===== src/inc/pcp_pkg.sv =====
// shared constants and types of the printer parallel command port
// assumes a single 50 MHz clock domain and pins sampled on that clock
`default_nettype none
package pcp_pkg;
  // ----------------------------------------------------------------------
  // timing
  // ----------------------------------------------------------------------
  localparam int          CLK_MHZ      = 50;
  localparam int          BUSY_MIN_US  = 20;
  localparam int          BUSY_CYC     = BUSY_MIN_US * CLK_MHZ;
  localparam int          HOLD_W       = 10;
  localparam logic [9:0]  HOLD_LAST    = 10'(BUSY_CYC - 1);
  // ----------------------------------------------------------------------
  // data bus layout (bit 0 carries the half-step weight)
  // ----------------------------------------------------------------------
  localparam int          DATA_W       = 13;
  localparam int          GLYPH_LSB    = 1;
  localparam int          GLYPH_W      = 7;
  localparam int          HEAD_W       = 11;
  localparam int          FEED_LSB     = 1;
  localparam int          FEED_W       = 10;
  localparam int          DIR_BIT      = 11;
  localparam int          EXT_BIT      = 12;
  localparam int          FORM_LSB     = 8;
  localparam int          FORM_W       = 4;
  localparam int          AMOUNT_W     = 12;
  localparam logic [6:0]  GLYPH_FF     = 7'h0C;
  localparam logic [3:0]  FORM_DEFAULT = 4'h0;
  // ----------------------------------------------------------------------
  // register port
  // ----------------------------------------------------------------------
  localparam int          ADDR_W       = 2;
  localparam int          REG_W        = 8;
  localparam logic [1:0]  ADDR_CONFIG  = 2'h0;
  localparam logic [1:0]  ADDR_STATUS  = 2'h1;
  localparam int          CFG_WIDE     = 0;
  localparam int          CFG_SPLIT    = 1;
  localparam logic [7:0]  CONFIG_RST   = 8'h00;
  localparam int          ST_FAULT     = 0;
  localparam int          ST_FULL      = 1;
  localparam int          ST_OK        = 2;
  localparam int          ST_HOMING    = 3;
  localparam int          ST_FORM_LSB  = 4;
  // ----------------------------------------------------------------------
  // types
  // ----------------------------------------------------------------------
  typedef enum logic [2:0] {
    K_GLYPH  = 3'b000,
    K_HEAD   = 3'b001,
    K_FEED_R = 3'b010,
    K_FEED_L = 3'b011,
    K_FORM   = 3'b100
  } pcp_kind_e;
  typedef enum logic [1:0] {
    S_IDLE   = 2'b00,
    S_HOLD   = 2'b01,
    S_DRAIN  = 2'b10,
    S_HOMING = 2'b11
  } pcp_state_e;
  typedef struct packed {
    pcp_kind_e             kind;
    logic                  dir;
    logic [AMOUNT_W-1:0]   amount;
    logic [GLYPH_W-1:0]    glyph;
    logic [FORM_W-1:0]     form_code;
  } pcp_cmd_s;
endpackage
`default_nettype wire


===== src/hw/pcp_port.sv =====
// parallel command port of a serial impact printer: pin side toward the
// host, single-entry command buffer toward the mechanism controller
// assumes all pins are synchronous to CLK and the mechanism drains the
// buffer with CMD_READY and reports homing and malfunctions by level/pulse
//
// Contract
// RQ1 - all port lines are active low
// RQ2 - interface disabled unless unit select low
// RQ3 - restore homes, resets logic, clears fault
// RQ4 - one bus word per command, strobe-typed
// RQ5 - character uses seven low bits only; the code takes the character from data bits 7:1
// RQ6 - carriage distance eleven low bits, half steps
// RQ7 - carriage direction bit: zero right, one left
// RQ8 - wide variant adds extended bit as 1024
// RQ9 - feed count ten bits, 1/48 inch
// RQ10 - feed direction bit: zero up, one down
// RQ11 - character strobe captures data into buffer
// RQ12 - carriage strobe captures carriage command
// RQ13 - ribbon raised while lift line low
// RQ14 - main feed strobe: single or right platen
// RQ15 - auxiliary feed strobe: left platen
// RQ16 - form advance uses programmed form length
// RQ17 - form-feed character programs four length bits
// RQ18 - default length eleven inches until programmed
// RQ19 - host sends form-feed pattern in low bits; the code matches it on data bits 7:1
// RQ20 - three accept-ok outputs driven identically
// RQ21 - strobes ignored while accept-ok deasserted
// RQ22 - busy 20 to 800 us, longer if full
// RQ23 - faulted port refuses commands until restore
// RQ24 - host holds data stable during strobe
`default_nettype none
module pcp_port
  import pcp_pkg::*;
(
  input  wire logic                CLK,
  input  wire logic                ARST_N,
  input  wire logic [DATA_W-1:0]   DATA_N,
  input  wire logic                GLYPH_LOAD_N,
  input  wire logic                HEAD_MOVE_LOAD_N,
  input  wire logic                PRIMARY_FEED_LOAD_N,
  input  wire logic                SECONDARY_FEED_LOAD_N,
  input  wire logic                FORM_START_ADVANCE_N,
  input  wire logic                INK_BAND_RAISE_N,
  input  wire logic                RESTORE_N,
  input  wire logic                UNIT_SELECT_N,
  output logic                     CMD_ACCEPT_OK_A_N,
  output logic                     CMD_ACCEPT_OK_B_N,
  output logic                     CMD_ACCEPT_OK_C_N,
  output logic                     PRINTER_READY_N,
  output logic                     FAULT_FLAG_N,
  output logic                     IF_OE,
  output logic                     RIBBON_RAISE,
  output logic                     HOME_REQ,
  input  wire logic                MECH_HOME_DONE,
  input  wire logic                MECH_FAULT,
  output logic                     CMD_VALID,
  output pcp_cmd_s                 CMD,
  input  wire logic                CMD_READY,
  input  wire logic [ADDR_W-1:0]   REG_ADDR,
  input  wire logic [REG_W-1:0]    REG_WDATA,
  input  wire logic                REG_WR,
  input  wire logic                REG_RD,
  output logic [REG_W-1:0]         REG_RDATA
);

  // ----------------------------------------------------------------------
  // reset release
  // ----------------------------------------------------------------------
  logic [1:0] rst_sync;
  logic       rst_n;

  always_ff @(posedge CLK or negedge ARST_N)
  begin
    if (!ARST_N)
      rst_sync <= 2'b00;
    else
      rst_sync <= {rst_sync[0], 1'b1};
  end
  assign rst_n = rst_sync[1];

  // ----------------------------------------------------------------------
  // pin decode
  // ----------------------------------------------------------------------
  logic [DATA_W-1:0] data;
  logic [4:0]        strobe;
  logic [4:0]        strobe_q;
  logic [4:0]        strobe_fall;
  logic              restore_q;
  logic              restore_fall;
  logic              sel;
  logic              any_fall;
  logic              accept;
  logic [REG_W-1:0]  config_r;
  logic              fault;
  logic              ok_int;
  pcp_state_e        state;
  logic [HOLD_W-1:0] hold_cnt;
  logic [FORM_W-1:0] form_code;

  assign data   = ~DATA_N;                                 // see RQ1
  assign sel    = ~UNIT_SELECT_N;                          // see RQ1
  assign strobe = ~{FORM_START_ADVANCE_N, SECONDARY_FEED_LOAD_N,
                    PRIMARY_FEED_LOAD_N, HEAD_MOVE_LOAD_N,
                    GLYPH_LOAD_N};                         // see RQ1

  always_ff @(posedge CLK or negedge rst_n)
  begin
    if (!rst_n)
    begin
      strobe_q  <= 5'h00;
      restore_q <= 1'b0;
    end
    else
    begin
      strobe_q  <= strobe;
      restore_q <= ~RESTORE_N;
    end
  end

  // deselected pins are still sampled, but give no strobe or restore edge
  assign strobe_fall  = sel ? (strobe & ~strobe_q) : 5'h00; // see RQ2
  assign restore_fall = sel & ~RESTORE_N & ~restore_q;      // see RQ2
  assign any_fall     = |strobe_fall;
  // a strobe without the split platen fitted still counts as a pulse
  assign ok_int = (state == S_IDLE) && !fault;              // see RQ23
  assign accept = any_fall && ok_int && !restore_fall;      // see RQ21

  // ----------------------------------------------------------------------
  // command capture
  // ----------------------------------------------------------------------
  pcp_cmd_s next_cmd;
  logic     ext;

  always_comb
  begin
    ext                = config_r[CFG_WIDE] & data[EXT_BIT];  // see RQ8
    next_cmd           = '0;
    next_cmd.form_code = form_code;
    next_cmd.dir       = data[DIR_BIT];                     // see RQ7
    if (strobe_fall[0])
    begin
      next_cmd.kind  = K_GLYPH;                             // see RQ11
      next_cmd.glyph = data[GLYPH_LSB +: GLYPH_W];          // see RQ5
    end
    else if (strobe_fall[1])
    begin
      next_cmd.kind   = K_HEAD;                             // see RQ12
      next_cmd.amount = {ext, data[HEAD_W-1:0]};            // see RQ6
    end
    else if (strobe_fall[2] || strobe_fall[3])
    begin
      // see RQ14
      // see RQ15
      next_cmd.kind = (strobe_fall[3] && config_r[CFG_SPLIT]) ?
                      K_FEED_L : K_FEED_R;
      next_cmd.amount = {2'b00, data[FEED_LSB +: FEED_W]};  // see RQ9
      // dir already set from the same bit                  // see RQ10
    end
    else
    begin
      next_cmd.kind = K_FORM;                               // see RQ16
    end
  end

  // one-entry buffer: only refilled when empty, so set and clear never meet
  always_ff @(posedge CLK or negedge rst_n)
  begin
    if (!rst_n)
    begin
      CMD_VALID <= 1'b0;
      CMD       <= '0;
    end
    else if (restore_fall)
      CMD_VALID <= 1'b0;                                    // see RQ3
    else if (accept)
    begin
      CMD_VALID <= 1'b1;                                    // see RQ4
      CMD       <= next_cmd;
    end
    else if (CMD_READY)
      CMD_VALID <= 1'b0;
  end

  // form length programming through the form-feed character
  always_ff @(posedge CLK or negedge rst_n)
  begin
    if (!rst_n)
      form_code <= FORM_DEFAULT;                            // see RQ18
    else if (restore_fall)
      form_code <= FORM_DEFAULT;                            // see RQ18
    else if (accept && strobe_fall[0] &&
             data[GLYPH_LSB +: GLYPH_W] == GLYPH_FF)
      form_code <= data[FORM_LSB +: FORM_W];                // see RQ17
  end

  // ----------------------------------------------------------------------
  // accept handshake
  // ----------------------------------------------------------------------
  always_ff @(posedge CLK or negedge rst_n)
  begin
    if (!rst_n)
    begin
      state    <= S_IDLE;
      hold_cnt <= '0;
    end
    else if (restore_fall)
      state <= S_HOMING;                                    // see RQ3
    else
    begin
      case (state)
        S_IDLE:
          if (accept)
          begin
            state    <= S_HOLD;                             // see RQ22
            hold_cnt <= '0;
          end
        S_HOLD:
          if (hold_cnt == HOLD_LAST)
            state <= S_DRAIN;
          else
            hold_cnt <= hold_cnt + 10'h001;
        S_DRAIN:
          if (!CMD_VALID)
            state <= S_IDLE;                                // see RQ22
        S_HOMING:
          if (MECH_HOME_DONE)
            state <= S_IDLE;
        default:
          state <= S_IDLE;
      endcase
    end
  end

  // malfunction stays latched; it outlasts a restore while still present
  always_ff @(posedge CLK or negedge rst_n)
  begin
    if (!rst_n)
      fault <= 1'b0;
    else if (MECH_FAULT)
      fault <= 1'b1;
    else if (restore_fall)
      fault <= 1'b0;                                        // see RQ3
  end

  always_ff @(posedge CLK or negedge rst_n)
  begin
    if (!rst_n)
      HOME_REQ <= 1'b0;
    else
      HOME_REQ <= restore_fall;                             // see RQ3
  end

  // ----------------------------------------------------------------------
  // pin outputs
  // ----------------------------------------------------------------------
  logic [2:0] ok_n;

  always_ff @(posedge CLK or negedge rst_n)
  begin
    if (!rst_n)
    begin
      ok_n            <= 3'h7;
      PRINTER_READY_N <= 1'b1;
      FAULT_FLAG_N    <= 1'b1;
      IF_OE           <= 1'b0;
      RIBBON_RAISE    <= 1'b0;
    end
    else
    begin
      // the next-cycle ok already reflects this cycle's accept
      ok_n <= {3{~(sel && ok_int && !accept && !restore_fall)}};
      // see RQ20
      PRINTER_READY_N <= ~(sel && !fault && state != S_HOMING);
      FAULT_FLAG_N    <= ~(sel && fault);                   // see RQ2
      IF_OE           <= sel;                               // see RQ2
      RIBBON_RAISE    <= sel && !INK_BAND_RAISE_N;          // see RQ13
    end
  end

  assign CMD_ACCEPT_OK_A_N = ok_n[0];
  assign CMD_ACCEPT_OK_B_N = ok_n[1];
  assign CMD_ACCEPT_OK_C_N = ok_n[2];

  // ----------------------------------------------------------------------
  // register port
  // ----------------------------------------------------------------------
  always_ff @(posedge CLK or negedge rst_n)
  begin
    if (!rst_n)
      config_r <= CONFIG_RST;
    else if (REG_WR && REG_ADDR == ADDR_CONFIG)
      config_r <= REG_WDATA;
  end

  always_ff @(posedge CLK or negedge rst_n)
  begin
    if (!rst_n)
      REG_RDATA <= '0;
    else if (REG_RD && REG_ADDR == ADDR_CONFIG)
      REG_RDATA <= config_r;
    else if (REG_RD && REG_ADDR == ADDR_STATUS)
    begin
      REG_RDATA              <= '0;
      REG_RDATA[ST_FAULT]    <= fault;
      REG_RDATA[ST_FULL]     <= CMD_VALID;
      REG_RDATA[ST_OK]       <= ok_int;
      REG_RDATA[ST_HOMING]   <= state == S_HOMING;
      REG_RDATA[ST_FORM_LSB +: FORM_W] <= form_code;
    end
    else
      REG_RDATA <= '0;
  end
endmodule
`default_nettype wire


===== config.mk =====
export PLATFORM = sky130hd
export DESIGN_NAME = pcp_port
export DESIGN_NICKNAME = d
export VERILOG_FILES = /design/src/inc/pcp_pkg.sv /design/src/hw/pcp_port.sv
export SDC_FILE = /design/constraint.sdc
export NUM_CORES = 1
export LEC_CHECK = 0
export ABC_CLOCK_PERIOD_IN_PS = 3800
export BUFFER_PORTS_ARGS = -buffer_cell sky130_fd_sc_hd__buf_2
export CORE_MARGIN = 2
export CORE_UTILIZATION = 48
export DETAILED_ROUTE_END_ITERATION = 10
export PLACE_DENSITY = 0.73
export SETUP_SLACK_MARGIN = 0.5
export SYNTH_ARGS = -nofsm -noshare
export SYNTH_HDL_FRONTEND = slang
export SYNTH_SLANG_ARGS = --single-unit

===== constraint.sdc =====
create_clock -name CLK -period 3.8 [get_ports CLK]
set_clock_uncertainty 0.05 [all_clocks]
set_input_delay 0.19 -clock CLK [delete_from_list [all_inputs] [get_ports CLK]]
set_output_delay 0.19 -clock CLK [all_outputs]
set_load 0.03 [all_outputs]

## After elaboration in Yosys (flattened, before gate mapping)

Cells that the tools add are included.

| word-level totals | value |
|---|---|
| register bits after elaboration | 75 |
| input port bits | 38 |
| output and inout port bits | 44 |
| word-level logic and storage cells | 107 |

| cells by class | value |
|---|---|
| add/sub/neg operators | 1 |
| equality and inequality tests | 13 |
| muxes and demuxes | 27 |
| bitwise operators | 14 |
| reductions and logical operators | 31 |

Operator list:

| kind | number |
|---|---|
| $mux W10 | 3 |
| $mux W12 | 2 |
| $pmux W10 S2 | 1 |
| $logic_and A1 B1 Y1 | 16 |
| $mux W8 | 2 |
| $not A13 Y13 | 1 |
| $ne A3 B3 Y1 const B | 4 |
| $add A10 B1 Y10 const B | 1 |
| $eq A10 B10 Y1 const B | 1 |
| $mux W2 | 5 |
| $not A5 Y5 | 2 |
| $mux W3 | 3 |
| $mux W4 | 2 |
| $pmux W2 S4 | 1 |
| $reduce_and A4 Y1 | 2 |
| $eq A7 B4 Y1 const B | 1 |
| $mux W7 | 1 |
| $not A1 Y1 | 7 |
| $mux W1 | 6 |
| $ne A2 B2 Y1 const B | 3 |
| $reduce_bool A2 Y1 | 3 |
| $and A5 B5 Y5 | 1 |
| $mux W5 | 1 |
| $reduce_or A5 Y1 | 1 |
| 8 further kinds | 16 |

## Logic depth before layout (Yosys ltp)

| logic depth | value |
|---|---|
| depth after elaboration | 10 |
| depth in mapped cells | 8 |
| gate-level depth less buffers | 6 |

## Least setup slack after synthesis

OpenSTA, ideal clock, no wires.

| timing | value |
|---|---|
| kind | register to register |
| start point | register hold_cnt[0] |
| end point | register hold_cnt[3] |
| setup time | 0.078 ns |
| arrival | 1.664 ns |
| data required time | 3.672 ns |
| path slack | 2.009 ns |
| cell stages (with the launch flop) | 7 |
| buffers on the path | 1 |
| clock period less this slack | 1.791 ns |
| path through | dfrtp_1 > ha_1 > and4_4 > a211o_1 > buf_6 > or3_1 > a21boi_1 |

| between the ends | value |
|---|---|
| word-level cells in the longest chain between the ends | 3 |
| elaborated cells between the ends (all ways) | 6 |
| classes of those cells | add/sub: 1; eq/ne: 2; mux: 2; reduce/logical: 1 |

RTL lines:

| what | line | text |
|---|---|---|
| start: declaration | pcp_port.sv:97 | `logic [HOLD_W-1:0] hold_cnt;` |
| start signal: assignment | pcp_port.sv:221 | `hold_cnt <= hold_cnt + 10'h001;` |
| $add A10 B1 Y10 / $eq A10 B10 Y1 (equally long branches) | pcp_port.sv:221, pcp_port.sv:218 |  |
| $mux W10 / $ne A2 B2 Y1 (equally long branches) | -- |  |
| $pmux W10 S2 / $reduce_and A4 Y1 (equally long branches) | -- |  |

Several ways; a longest one is shown, not always the timed one. The select of a mux whose other input is x is not followed.
A chain may end at the register's enable or synchronous reset.

## Final worst setup path

| timing | value |
|---|---|
| start point | input HEAD_MOVE_LOAD_N |
| end point | register CMD[1] (netlist bit) |

| between the ends | value |
|---|---|
| word-level cells in the longest chain between the ends | 7 |

RTL lines:

| what | line | text |
|---|---|---|
| start: declaration | pcp_port.sv:39 | `input wire logic HEAD_MOVE_LOAD_N,` |
| $not A5 Y5 | pcp_port.sv:102 | `assign strobe = ~{FORM_START_ADVANCE_N, SECONDARY_FEED_LOAD_N,` |
| $and A5 B5 Y5 | pcp_port.sv:121 | `assign strobe_fall = sel ? (strobe & ~strobe_q) : 5'h00;` |
| $mux W5 | pcp_port.sv:121 |  |
| $reduce_or A5 Y1 | pcp_port.sv:123 | `assign any_fall = \|strobe_fall;` |
| $logic_and A1 B1 Y1 (2 in series) | pcp_port.sv:126 | `assign accept = any_fall && ok_int && !restore_fall;` |
| $reduce_and A2 Y1 (no line) | -- |  |
| end signal: assignment | pcp_port.sv:178 | `CMD <= next_cmd;` |
| end: declaration | pcp_port.sv:57 | `output pcp_cmd_s CMD,` |

Every way passes these cells.

==> reports/metrics.yaml <==
status: "complete, no violations"
ios: 82
power_density_mw_per_mm2: 492
final_cells: 463
grt_overflow_total: 0
top_usage_layer: "met2"
areaGrowthSynthToFinish_pct: 21.9
die_area_mm2: 0.00741
synth_edf_count: 0
grt_max_degree: 52
placed_cells: 437
path_clk_slew_ns: 0.07
grt_antenna_before_repair: 0
ys_seq_area_share_pct: 58.2
syn-cell-area_mm2: 0.00323
comb_power_share_pct: 19.4
ys_ff_latch: 75
avgRoutedWirePerCell_um: 15.3
htreeDepth: 3
fin_crit_ns: 2.11
p_int_mw: 1.35
crit_fanout: 51
io_buffers: 81
cp_top_family: "simple AND/OR/NAND/NOR gates"
root_buffer: "clkbuf_8"
syn_area_per_cell_um2: 11.1
setup_viol: 0
die_h_um: 86.1
leakagePower_nw: 2.05
clk_latency_ns: 0.34
met2_usage_pct: 33.1
path_class: "in -> reg"
slew_violations: 0
rr_startpoint: "state[0]$_DFFE_PN0P_"
gp_congestion: 0.814
syn_inst: 292
tightestPinTransition_ns: 0.713
first_global_vias: 2501
track_usage_pct: 20.7
hpwl_um: 5070
rsz0062_at_grt: "no"
utilization_pct: 61.3
pwr-share-seq_pct: 50.2
grt_util_met3_pct: 7.03
die_w_um: 86.1
syn_nets: 331
drt_iter0_markers: 176
cp.buffers_inverters: 2
critPathArrivalTime_ns: 2.29
maxCapViolCount: 0
via_per_inst: 5.45
cts_tree: "done"
finalHoldViolCount: 0
async_reset_ff_share_pct: 100
via_count: 2524
holdCritPathClass: "in -> reg"
grt_pass1_wl_um: 11800
fin_tns_setup_ns: 0
startpoint: "HEAD_MOVE_LOAD_N"
fin_crit_sh_pct: 55.6
final_nets: 421
clock_sinks: 75
clk_path_buf_depth: 2
max-slew-margin-rel_pct: 52.2
use_met1_pct: 26.9
initial_core_util_pct: 50.3
row_count: 29
endpoint_kind: "flop"
drc: 0
path_cells: "dlygate4sd3_1 -> buf_2 -> o22ai_2 -> or3_1 -> nand2_4 -> mux2_2"
fmax_ghz: 0.473
first_pass_iters: 5
cts_resized: 0
p_sw_mw: 0.586
ys.flop_type: "dfrtp_1"
hold_start: "DATA_N[11]"
yosys_warnings: 0
num-fill-cells: 532
final_antenna_net_count: 0
cp_data_required_time_ns: 3.98
power_switching_share_pct: 30.2
synth_cell_types: 44
crit_path_top_delay_cell: "dlygate4sd3_1"
wl_um: 7090
cts_made_buffers: 9
diodes: 0
ir_worst_vdd_v: 0.000251
drive_gt1_share_pct: 32.1
slowest_delay_ns: 0.55
coreArea_mm2: 0.00642
critPathLaunchType: "primary input"
clock_power_share_pct: 30.4
-- through the flow --
step / area, µm² / power [mW] / worst slack, ns / hold slack [ns]
2_1_floorplan: 3230 / 1.24 / 1.51 / -0.156
3_3_place_gp: 3640 / 1.34 / 1.86 / -0.0748
3_5_place_dp: 3640 / 1.36 / 1.76 / -0.0722
4_1_cts: 3940 / 1.95 / 1.71 / 0.00466
5_1_grt: 3940 / 2.04 / 1.52 / 0.0102
6_report: 3940 / 1.94 / 1.69 / 0.0209
-- synth_stat cells, drive strengths merged (3+ instances only) --
| master | number | area share (%) |
|---|---|---|
| mux2 | 12 | 4.2 |
| dfrtp | 72 | 56 |
| and2 | 3 | 0.58 |
| nor2 | 38 | 4.4 |
| nand2 | 32 | 3.9 |
| a211o | 11 | 3.0 |
| clkbuf | 4 | 0.46 |
| o21ai | 10 | 1.5 |
| nor3 | 12 | 1.9 |
| nand3 | 4 | 0.62 |
| nand4 | 3 | 0.58 |
| buf | 11 | 2.8 |
| inv | 11 | 1.3 |
| or3 | 3 | 0.74 |
| dfstp | 3 | 2.4 |
| mux2i | 7 | 2.2 |
| o211ai | 4 | 0.93 |
| a21oi | 10 | 1.5 |
| nor4 | 6 | 1.4 |
| o31ai | 9 | 2.1 |
| nand2b | 5 | 0.97 |
-- logic make-up after synthesis --
family          synth area share [%]
mux                             6.35
buf+inv                         4.57
other cells                    0.116
simple gates                    17.6
compound gates                  12.2
xor+xnor                       0.542
flops                           58.2
fa+ha+maj                      0.387
-- worst reg2reg max path, cell delays in order (launching register included) --
cell	delay [ns]
dfrtp_1	0.49
nor4_2	0.42
o21a_2	0.27
nand2_4	0.30
a211o_1	0.41
-- cell usage in the layout, fill, tap and decap left out, types with 2 or more instances in the layout --
master,n
nand3b_1,2
inv_1,11
nand3_1,4
and2_1,3
o21ai_0,10
mux2i_1,7
clkbuf_8,10
buf_4,2
buf_2,81
o211ai_1,4
xnor2_1,2
or3_1,2
nor3_1,12
o41ai_2,2
mux2_2,12
nor2_1,38
o31ai_1,9
nand2b_1,5
nand4_1,3
nor4_1,5
dfstp_2,3
a211o_1,11
a21oi_1,10
o22ai_2,2
nand2_1,31
clkbuf_1,2
dlygate4sd3_1,11
clkinv_2,2
dfrtp_1,71
-- flip-flops by register name, indices dropped and copies added (netlist names), 2 cells and up --
name       count
CMD           27
rst_sync       2
form_code      4
REG_RDATA      8
strobe_q       5
config_r       8
hold_cnt      10
state          2
-- power by group through the flow --
stage / clock (mW) / sequential (mW) / combinational, mW
5_1_grt: 0.636 / 0.987 / 0.415
3_5_place_dp: 0 / 0.985 / 0.372
6_report: 0.589 / 0.972 / 0.376
2_1_floorplan: 0 / 1.07 / 0.173
3_3_place_gp: 0 / 0.982 / 0.362
4_1_cts: 0.600 / 0.972 / 0.381
-- layout make-up --
type                            count  area (µm²)  area share (%)
Clock buffer                       12         145            3.68
Clock inverter                      3        40.0            1.02
Inverter                           11        41.3            1.05
Multi-Input combinational cell    191        1200            30.6
Sequential cell                    75        1880            47.8
Tap cell                           77        96.3            2.45
Timing Repair Buffer               94         531            13.5
-- worst paths after layout --
kind | endpoint | slack (ns) | cells past startpoint
worst max register to register | CMD[20]$_DFFE_PN0P_ | 1.77 | 4
worst min register to register | form_code[1]$_DFFE_PN0P_ | 0.09 | 0
max in group asynchronous | FAULT_FLAG_N$_DFF_PN1_ | 2.89 | 1
min in group asynchronous | form_code[1]$_DFFE_PN0P_ | 0.09 | 0
worst min-delay path | CMD[23]$_DFFE_PN0P_ | 0.02 | 2
worst max-delay path | CMD[1]$_DFFE_PN0P_ | 1.69 | 6
-- per-layer routing --
layer	share of wire, %	vias up
li1	-	1201
met1	44	1228
met2	48	87
met3	6.8	8
met4	1.1	0
met5	0	-
-- repair_timing --
item                                   CTS  global route
endpoints found under the hold margin   12             0
setup endpoints to repair                0             0
hold buffers                            11             0
setup buffers                            0             0
(Power assumes the default switching activity.)
